--- config.mk ---
export PLATFORM = sky130hd
export DESIGN_NAME = trr_sequencer
export DESIGN_NICKNAME = d
export VERILOG_FILES = /design/src/trr_pkg.sv /design/src/trr_delay_timer.sv /design/src/trr_sequencer.sv
export SDC_FILE = /design/constraint.sdc
export NUM_CORES = 1
export LEC_CHECK = 0
export ABC_AREA = 1
export ABC_CLOCK_PERIOD_IN_PS = 2000
export BUFFER_PORTS_ARGS = -buffer_cell sky130_fd_sc_hd__clkbuf_2
export CAP_MARGIN = 10
export CORE_MARGIN = 2
export CORE_UTILIZATION = 58
export CTS_CLUSTER_DIAMETER = 40
export DETAILED_ROUTE_END_ITERATION = 10
export PLACE_DENSITY = 0.8
export REMOVE_ABC_BUFFERS = 1
export SLEW_MARGIN = 20
export SYNTH_ARGS = -nofsm -noshare
export SYNTH_HDL_FRONTEND = slang
export SYNTH_SLANG_ARGS = --single-unit
--- constraint.sdc ---
create_clock -name clk -period 2 [get_ports clk]
set_input_delay 0.1 -clock clk [delete_from_list [all_inputs] [get_ports clk]]
set_output_delay 0.1 -clock clk [all_outputs]
set_load 0.05 [all_outputs]
--- src/trr_pkg.sv ---
// Package for the targeted refresh and row repair sequencer.
// Assumes a single 50 MHz clock; commands arrive already decoded.
package trr_pkg;
	localparam int CLK_PERIOD_NS = 20;
	// Command codes on the decoded command port
	typedef enum logic [2:0] {
		CMD_NONE,
		CMD_ACT,
		CMD_PRE,
		CMD_PRE_ALL,
		CMD_MRW,
		CMD_REF,
		CMD_OTHER
	} trr_cmd_t;
	// Mode register addresses and fields
	localparam logic [5:0] HAMMER_MR_ADDR   = 6'h18;
	localparam logic [5:0] REPAIR_MR_ADDR   = 6'h04;
	localparam int         HAMMER_EN_POS    = 7;
	localparam int         HAMMER_BANK_LSB  = 4;
	localparam int         REPAIR_EN_POS    = 4;
	localparam int         ACT_COUNT        = 3;
	// Reset values
	localparam logic [7:0] HAMMER_MR_RESET  = 8'h00;
	localparam logic [2:0] BANK_RESET       = 3'h0;
	// Timing
	localparam int MRD_NS        = 14;
	localparam int TRP_NS        = 18;
	localparam int MRD_CYCLES    = (MRD_NS + CLK_PERIOD_NS - 1)
		/ CLK_PERIOD_NS;
	localparam int TRP_CYCLES    = (TRP_NS + CLK_PERIOD_NS - 1)
		/ CLK_PERIOD_NS;
	localparam int CLEAR_CYCLES  = MRD_CYCLES + TRP_CYCLES;
	localparam int PGM_MS        = 1000;
	localparam int PGM_CYCLES    = PGM_MS * (1000000 / CLK_PERIOD_NS);
	typedef enum logic [1:0] {
		ST_IDLE,
		ST_ACTIVE,
		ST_CLEARING
	} trr_state_t;
endpackage : trr_pkg

--- src/trr_delay_timer.sv ---
// Down counter that flags when a loaded delay has run out.
// Assumes load and count are synchronous to clk.
module trr_delay_timer
	import trr_pkg::*;
#(
	parameter int WIDTH = 8
) (
	// Clock and reset
	input  wire logic             clk,
	input  wire logic             rst_n,
	// Control
	input  wire logic             load,
	input  wire logic [WIDTH-1:0] loadValue,
	// Status
	output logic                  expired
);
	logic [WIDTH-1:0] count;
	logic [WIDTH-1:0] next_count;

	always_comb begin
		next_count = count;
		if (load) begin
			next_count = loadValue;
		end else if (count != '0) begin
			next_count = count - 1'b1;
		end
	end

	always_ff @(posedge clk) begin
		if (!rst_n) begin
			count <= '0;
		end else begin
			count <= next_count;
		end
	end

	assign expired = (count == '0) && !load;
endmodule : trr_delay_timer

--- src/trr_sequencer.sv ---
// Device-side tracker for targeted row refresh and post package repair.
// Assumes commands arrive decoded, one per cycle, synchronous to clk.
//
// How it works
// - Run completes after three aggressor activates and three precharges.
// - Precharge-all in the mode counts as an aggressor precharge.
// - After the second activate other banks may take commands again.
// - Device clears mode itself tRP plus mode_register_delay after it.
// - Aggressor activates in the mode leave refresh counter unchanged.
// - One repair per bank; a reset clears bankRepaired; guard against stray entry.
// - One repair activate programs exactly one replacement row per die.
// - Only a clearing hammer register write is accepted mid run.
module trr_sequencer
	import trr_pkg::*;
#(
	parameter int BANKS = 8,
	parameter int PGM_COUNT = PGM_CYCLES
) (
	// Clock and reset
	input  wire logic        clk,
	input  wire logic        rst_n,
	// Decoded command
	input  wire trr_cmd_t    cmd,
	input  wire logic [2:0]  cmdBank,
	input  wire logic [5:0]  cmdMrAddr,
	input  wire logic [7:0]  cmdMrData,
	// Mode status
	output logic             hammerActive,
	output logic [2:0]       aggressorBank,
	output logic [1:0]       actCount,
	output logic [1:0]       preCount,
	output logic             refreshCountEn,
	// Repair status
	output logic             repairEnable,
	output logic             repairBusy,
	output logic             repairRowFuse,
	output logic [BANKS-1:0] bankRepaired
);
	// Bank field is three bits wide, so eight banks exactly
	if (BANKS != 8) begin : g_bad_banks
		$error("BANKS must be 8");
	end
	if (PGM_COUNT < 1) begin : g_bad_pgm
		$error("PGM_COUNT must be positive");
	end

	// Counter sized from the parameter so any programming time fits
	localparam int PGM_W = $clog2(PGM_COUNT + 1);

	trr_state_t        state;
	trr_state_t        next_state;
	logic [2:0]        next_aggressorBank;
	logic [1:0]        next_actCount;
	logic [1:0]        next_preCount;
	logic              next_refreshCountEn;
	logic              next_repairEnable;
	logic              next_repairBusy;
	logic              next_repairRowFuse;
	logic [BANKS-1:0]  next_bankRepaired;
	logic              repairSpent;
	logic              next_repairSpent;
	logic [PGM_W-1:0]  pgmCount;
	logic [PGM_W-1:0]  next_pgmCount;
	logic              clearLoad;
	logic              clearDone;
	logic              isAggPre;
	logic              hammerWrite;
	logic              repairWrite;

	// Shared delay for self clearing after the third precharge
	trr_delay_timer #(
		.WIDTH (4)
	) u_clear_timer (
		.clk       (clk),
		.rst_n     (rst_n),
		.load      (clearLoad),
		.loadValue (4'(CLEAR_CYCLES)),
		.expired   (clearDone)
	);

	// Mode register writes decoded by address
	assign hammerWrite = (cmd == CMD_MRW) && (cmdMrAddr == HAMMER_MR_ADDR);
	assign repairWrite = (cmd == CMD_MRW) && (cmdMrAddr == REPAIR_MR_ADDR);
	// Precharge-all also hits the aggressor bank
	assign isAggPre = (cmd == CMD_PRE_ALL) ||
		((cmd == CMD_PRE) && (cmdBank == aggressorBank));

	always_comb begin
		next_state          = state;
		next_aggressorBank  = aggressorBank;
		next_actCount       = actCount;
		next_preCount       = preCount;
		next_refreshCountEn = 1'b0;
		clearLoad           = 1'b0;
		case (state)
			ST_IDLE: begin
				// Repair enabled blocks entry, so the two modes never mix
				if (hammerWrite && cmdMrData[HAMMER_EN_POS] && !repairEnable) begin
					next_state         = ST_ACTIVE;
					next_aggressorBank = cmdMrData[HAMMER_BANK_LSB +: 3];
					next_actCount      = 2'h0;
					next_preCount      = 2'h0;
				end
				// Refresh counter only steps outside the mode
				next_refreshCountEn = (cmd == CMD_REF);
			end
			ST_ACTIVE: begin
				// Bank latched at entry; later writes cannot move it
				if (hammerWrite && !cmdMrData[HAMMER_EN_POS]) begin
					next_state    = ST_IDLE;
					next_actCount = 2'h0;
					next_preCount = 2'h0;
				end else if (cmd == CMD_ACT && cmdBank == aggressorBank) begin
					// Other banks pass untouched; activates past three ignored
					if (actCount != 2'(ACT_COUNT)) begin
						next_actCount = actCount + 2'h1;
					end
				end else if (isAggPre && actCount > preCount) begin
					next_preCount = preCount + 2'h1;
					if (preCount == 2'(ACT_COUNT - 1)) begin
						next_state = ST_CLEARING;
						clearLoad  = 1'b1;
					end
				end
			end
			ST_CLEARING: begin
				// Self clear after tRP plus mode register delay
				if (hammerWrite && !cmdMrData[HAMMER_EN_POS]) begin
					// Host may also close the mode by a clearing write
					next_state = ST_IDLE;
				end else if (clearDone) begin
					next_state = ST_IDLE;
				end
			end
			default: begin
				next_state = ST_IDLE;
			end
		endcase
	end

	// Port hammerActive follows the next state, straight from a flop
	always_ff @(posedge clk) begin
		if (!rst_n) begin
			state          <= ST_IDLE;
			aggressorBank  <= BANK_RESET;
			actCount       <= 2'h0;
			preCount       <= 2'h0;
			refreshCountEn <= 1'b0;
			hammerActive   <= 1'b0;
		end else begin
			state          <= next_state;
			aggressorBank  <= next_aggressorBank;
			actCount       <= next_actCount;
			preCount       <= next_preCount;
			refreshCountEn <= next_refreshCountEn;
			hammerActive   <= (next_state != ST_IDLE);
		end
	end

	// Repair: fuse a spare per bank, once; a reset ends the procedure
	always_comb begin
		next_repairEnable  = repairEnable;
		next_repairBusy    = repairBusy;
		next_repairRowFuse = 1'b0;
		next_bankRepaired  = bankRepaired;
		next_pgmCount      = pgmCount;
		next_repairSpent   = repairSpent;
		if (repairWrite && state == ST_IDLE && !repairBusy) begin
			next_repairEnable = cmdMrData[REPAIR_EN_POS];
		end
		if (repairBusy) begin
			if (pgmCount != '0) begin
				next_pgmCount = pgmCount - 1'b1;
			end else if (cmd == CMD_PRE || cmd == CMD_PRE_ALL) begin
				next_repairBusy = 1'b0;
			end
		end else if (repairEnable && !repairSpent && cmd == CMD_ACT &&
				!bankRepaired[cmdBank]) begin
			// Fuse is one-shot per bank; only a reset clears bankRepaired
			next_repairBusy            = 1'b1;
			// One row per procedure; only a reset opens the next one
			next_repairSpent           = 1'b1;
			next_repairRowFuse         = 1'b1;
			next_bankRepaired[cmdBank] = 1'b1;
			next_pgmCount              = PGM_W'(PGM_COUNT);
		end
	end

	always_ff @(posedge clk) begin
		if (!rst_n) begin
			// A reset ends any repair procedure in flight
			repairEnable  <= 1'b0;
			repairSpent   <= 1'b0;
			repairBusy    <= 1'b0;
			repairRowFuse <= 1'b0;
			bankRepaired  <= '0;
			pgmCount      <= '0;
		end else begin
			repairEnable  <= next_repairEnable;
			repairSpent   <= next_repairSpent;
			repairBusy    <= next_repairBusy;
			repairRowFuse <= next_repairRowFuse;
			bankRepaired  <= next_bankRepaired;
			pgmCount      <= next_pgmCount;
		end
	end
endmodule : trr_sequencer

# [Word level (Yosys, flattened, before mapping)]
# Index checks and enable logic that the tools add are counted.
[classes] bitwise_logic=3 order_cmp=3 eq_ne=18 muxes=35 n_reduce_logical=39 addsub=4
[op_table] operator="$mux W26" n=3
[op_table] operator="$mux W2" n=16
[op_table] operator="$reduce_bool A26 Y1" n=1
[op_table] operator="$sub A26 B1 Y26 const B" n=1
[op_table] operator="$logic_and A1 B1 Y1" n=15
[op_table] operator="$ne A3 B3 Y1 const B" n=4
[op_table] operator="$mux W1" n=11
[op_table] operator="$or A8 B8 Y8" n=1
[op_table] operator="$pmux W2 S2" n=2
[op_table] operator="$reduce_and A2 Y1" n=4
[op_table] operator="$reduce_and A4 Y1" n=2
[op_table] operator="$reduce_bool A2 Y1" n=4
[op_table] operator="$eq A3 B2 Y1 const B" n=2
[op_table] operator="$eq A3 B3 Y1 const B" n=2
[op_table] operator="$eq A6 B3 Y1 const B" n=1
[op_table] operator="$eq A6 B5 Y1 const B" n=1
[op_table] operator="$logic_not A1 Y1" n=6
[op_table] operator="$pmux W2 S3" n=1
[op_table] operator="$add A2 B1 Y2 const B" n=2
[op_table] operator="$eq A2 B2 Y1 const B" n=2
[op_table] operator="$logic_not A4 Y1" n=1
[op_table] operator="$lt A3 B4 Y1 const B" n=1
[op_table] operator="$ne A2 B2 Y1 const B" n=2
[op_table] operator="$reduce_bool A4 Y1" n=1
[op_table] operator="other kinds (13)" n=16
[totals] ff_bits=53 word_cells=116 inputBits=22 out_inout_bits=20

# [Longest topological paths before layout]
[depth] depth_word=14 ltp_mapped=11 mapped_depth_nobuf=11

# [By module]
# A second synthesis with hierarchy kept.
[unflattened] hier_cells=527 hier_area_um2=3325.7
[by_module_without_submodules] mod="trr_sequencer" seq_area_each_um2=980.9 area_per_inst_um2=3070.4 instances=1 cells_each=486
[by_module_without_submodules] mod="trr_delay_timer" seq_area_each_um2=80.1 area_per_inst_um2=255.2 instances=1 cells_each=41

# [Worst setup path before layout]
# Ideal clock, no wire load.
[synth_path] path_type="register to register" start="reg actCount[0]" end="reg preCount[0]" arrival_time_ns=1.740 stages_incl_launch_ff=10 required_time_ns=1.936 setup_ns=0.064 synth_period_minus_slack_ns=1.804 setup_slack_ns=0.196 path_buffers=0 cell_sequence="dfxtp_1 > inv_1 > ha_1 > nand2_1 > nand3_1 > nor2_1 > nand2_1 > a21boi_1 > nor2_1 > nor2_1"
[synth_between] elab_chain_len=4
[synth_lines] element="start: declaration" line_no="trr_sequencer.sv:30" text="output logic [1:0] actCount,"
[synth_lines] element="start signal: assignment" line_no="trr_sequencer.sv:153" text="actCount <= next_actCount;"
[synth_lines] element="$gt A2 B2 Y1" line_no="trr_sequencer.sv:118" text="end else if (isAggPre && actCount > preCount) begin"
[synth_lines] element="$logic_and A1 B1 Y1" line_no="trr_sequencer.sv:118"
[synth_lines] element="$ne A3 B3 Y1 (no source line)"
[synth_lines] element="$reduce_and A4 Y1 (no source line)"
[synth_lines] element="end signal: assignment" line_no="trr_sequencer.sv:154" text="preCount <= next_preCount;"
[synth_lines] element="end: declaration" line_no="trr_sequencer.sv:31" text="output logic [1:0] preCount,"
# No other way between the ends.
# A chain may end at the register's enable or synchronous reset.

# [Worst setup path after layout]
[layout_path] start="reg pgmCount[0]" end="reg repairBusy"
[layout_between] elab_chain_len=3
[layout_lines] element="start: declaration" line_no="trr_sequencer.sv:62" text="logic [PGM_W-1:0] pgmCount;"
[layout_lines] element="start signal: assignment" line_no="trr_sequencer.sv:204" text="pgmCount <= next_pgmCount;"
[layout_lines] element="$reduce_bool A26 Y1" line_no="trr_sequencer.sv:172" text="if (pgmCount != '0) begin"
[layout_lines] element="$mux W1" line_no="trr_sequencer.sv:172"
[layout_lines] element="$mux W1" line_no="trr_sequencer.sv:171" text="if (repairBusy) begin"
[layout_lines] element="end signal: assignment" line_no="trr_sequencer.sv:201" text="repairBusy <= next_repairBusy;"
[layout_lines] element="end: declaration" line_no="trr_sequencer.sv:35" text="output logic repairBusy,"
# No other way between the ends.

==> flow_summary.toml <==
[status]
status = "completed"

[synth]
synth_edf_count = 0
ys_warn_count = 0
synth-seq-area-share = 0.340
syn_inst = 492
ys_ff_latch = 53
syn_avg_cell_area_um2 = 6.35
ys_dominant_reg_cell = "dfxtp_1"
synth_area_um2 = 3120
async_flop_share = 0
synth.distinct_cells = 36

[floorplan]
pin_count = 42
fp.dieH_um = 77.4
start_util = 0.608
coreArea_um2 = 5140
die_area_um2 = 5990
die_w_um = 77.4
rows = 26

[sta]
whs_ps = 40.0
slew_headroom = 0.758
max_freq_ghz = 0.560
period_share = 0.893
drv_slew = 0
setup_viol = 0
tightest_slew_ps = 362
fin_setup_tns_ps = 0
hold_violations = 0
rsz0062_at_grt = "false"
fin_crit_ps = 1790
worst_clock_skew_ps = 13.4
setup_slack_ps = 213

[clock_tree]
cts.sinks = 53
clockBufferDepth = 2
cts_root_buffer = "clkbuf_8"
numCtsBuffers = 5
cts_tree = "built"
postCtsResizedCells = 0
clk_pin_slew_ps = 110
clk_latency_ps = 310
h-tree-depth = 2
cts_hold_buf = 0
cts_setup_buffers = 0

[cells_and_area]
final_common_cell = "nand2_1"
final_cell_mix = "nand2_1, nor2_1, nand3_1"
syn_to_final_growth_pct = 11.9
drive_above_1_share = 0.140
finalInstanceArea_um2 = 3490
stdcell_count = 604
final_util = 0.680
nNetsFinal = 560
fillers = 491
diodes = 0

[global_routing]
grt-ovfl-total = 0
antenna_found_initial = 0
grt_max_degree = 19
track_usage = 0.260
grt_pass1_vias = 3044
grt_pass1_wl_um = 12900

[placement]
preCtsSetupSlack_ps = 184
dp_hpwl_um = 5700
placed_cells_incl_taps = 596
globalplace.congestion = 0.910
postPlaceCellArea_um2 = 3400
port-buffer-count = 37

[route]
drtIter0Drc = 227
viasPerCell = 5.37
first_pass_iters = 5
drt_wl_total_um = 7370
wire_per_inst_um = 12.2
ant_nets = 0
dr_total_vias = 3246
drc = 0

[worst_setup_path]
crit_path_end_kind = "register"
path_class = "reg2reg"
crit_fanout = 9
rr_worst_depth = 10
crit_path_start_kind = "register"
cp.arrival_ps = 1990
required_ps = 2210

[power_and_ir_drop]
swShare = 0.259
seqPwrFrac = 0.584
p_int_mw = 1.37
p_leak_nw = 1.71
p_sw_mw = 0.477
pwr-share-clk = 0.344
power.total_mw = 1.84
powerDensity_nw_per_um2 = 528
combPwrFrac = 0.072
irDropWorstVdd_mv = 0.479

[min_path]
hp-class = "in2reg"
hold_depth = 3

[run]
maxCapViolations = 0
## final timing paths
kind | startpoint | to | slack (ps)
worst max register to register | pgmCount[0] | repairBusy | 210
worst min register to register | repairSpent | repairSpent | 450
worst max-delay path | pgmCount[0] | repairBusy | 210
worst min-delay path | cmdMrData[5] | aggressorBank[1] | 40
## cell families (layout without fill, tap and decap cells)
| group | Yosys count | count (layout) | synth area share |
|---|---|---|---|
| simple gates | 307 | 307 | 0.439 |
| fa+ha+maj | 5 | 5 | 0.0200 |
| buf+inv | 69 | 111 | 0.0921 |
| xor+xnor | 6 | 6 | 0.0168 |
| flops | 53 | 53 | 0.340 |
| compound gates | 52 | 52 | 0.0921 |
## metal layers
layer | part of all wire | GRT usage | vias to the layer above
li1 | - | - | 1682
met1 | 0.44 | 0.314 | 1456
met2 | 0.49 | 0.475 | 97
met3 | 0.050 | 0.0326 | 11
met4 | 0.015 | 0.0875 | 0
met5 | 0 | 0 | -
## final cells by class
type                       count  area [um^2]  area share
clock inverter                 3         25.0     0.00716
sequential                    53         1060       0.304
tap                           70         87.6      0.0251
clock buffer                   5         68.8      0.0197
timing repair buffer          48          268      0.0766
multi-input combinational    370         1780       0.509
inverter                      55          206      0.0591
## power groups by stage
stage                     combinational [mW]  clock, mW  sequential [mW]
after floorplan                       0.0775          0             1.10
after global placement                 0.127          0             1.10
after detailed placement               0.133          0             1.10
after CTS                              0.133      0.651             1.08
after global routing                   0.151      0.687             1.08
final                                  0.133      0.634             1.08
## worst max-delay path, stage by stage, from the launching register on
cell	delay (ps)
dfxtp_1	330
inv_1	100
ha_2	250
nand2_4	90
nor2_8	170
nand2_2	80
o21ai_2	180
nand2_1	100
buf_4	180
o21ai_0	140
inv_1	50
## sequential cells by signal (all words and copies together), names as in the netlist
name,count
u_clear_timer.count,4
actCount,2
repairEnable,1
hammerActive,1
repairBusy,1
aggressorBank,3
preCount,2
refreshCountEn,1
state,2
pgmCount,26
bankRepaired,8
repairRowFuse,1
repairSpent,1
## Yosys cell counts (2+ instances only)
library cell    n  share of area
inv_1          53          0.064
xor2_1          3         0.0084
dfxtp_1        53           0.34
a21oi_1        31          0.050
nand2_2         2         0.0040
clkbuf_1        5         0.0060
o22ai_1         3         0.0060
xnor2_1         3         0.0084
nor2_2          4         0.0080
nor2_1         77          0.093
nand3_1        70           0.11
nand2_1       118           0.14
nand2_4         2         0.0072
buf_2           5         0.0080
nor3_1          8          0.013
or2_2           5          0.010
ha_1            5          0.020
a211oi_1        2         0.0048
buf_6           3          0.011
o21ai_0         9          0.014
nand4_1        14          0.028
nor2_4          2         0.0072
o21bai_1        2         0.0048
Power figures use the tool's default switching activity.
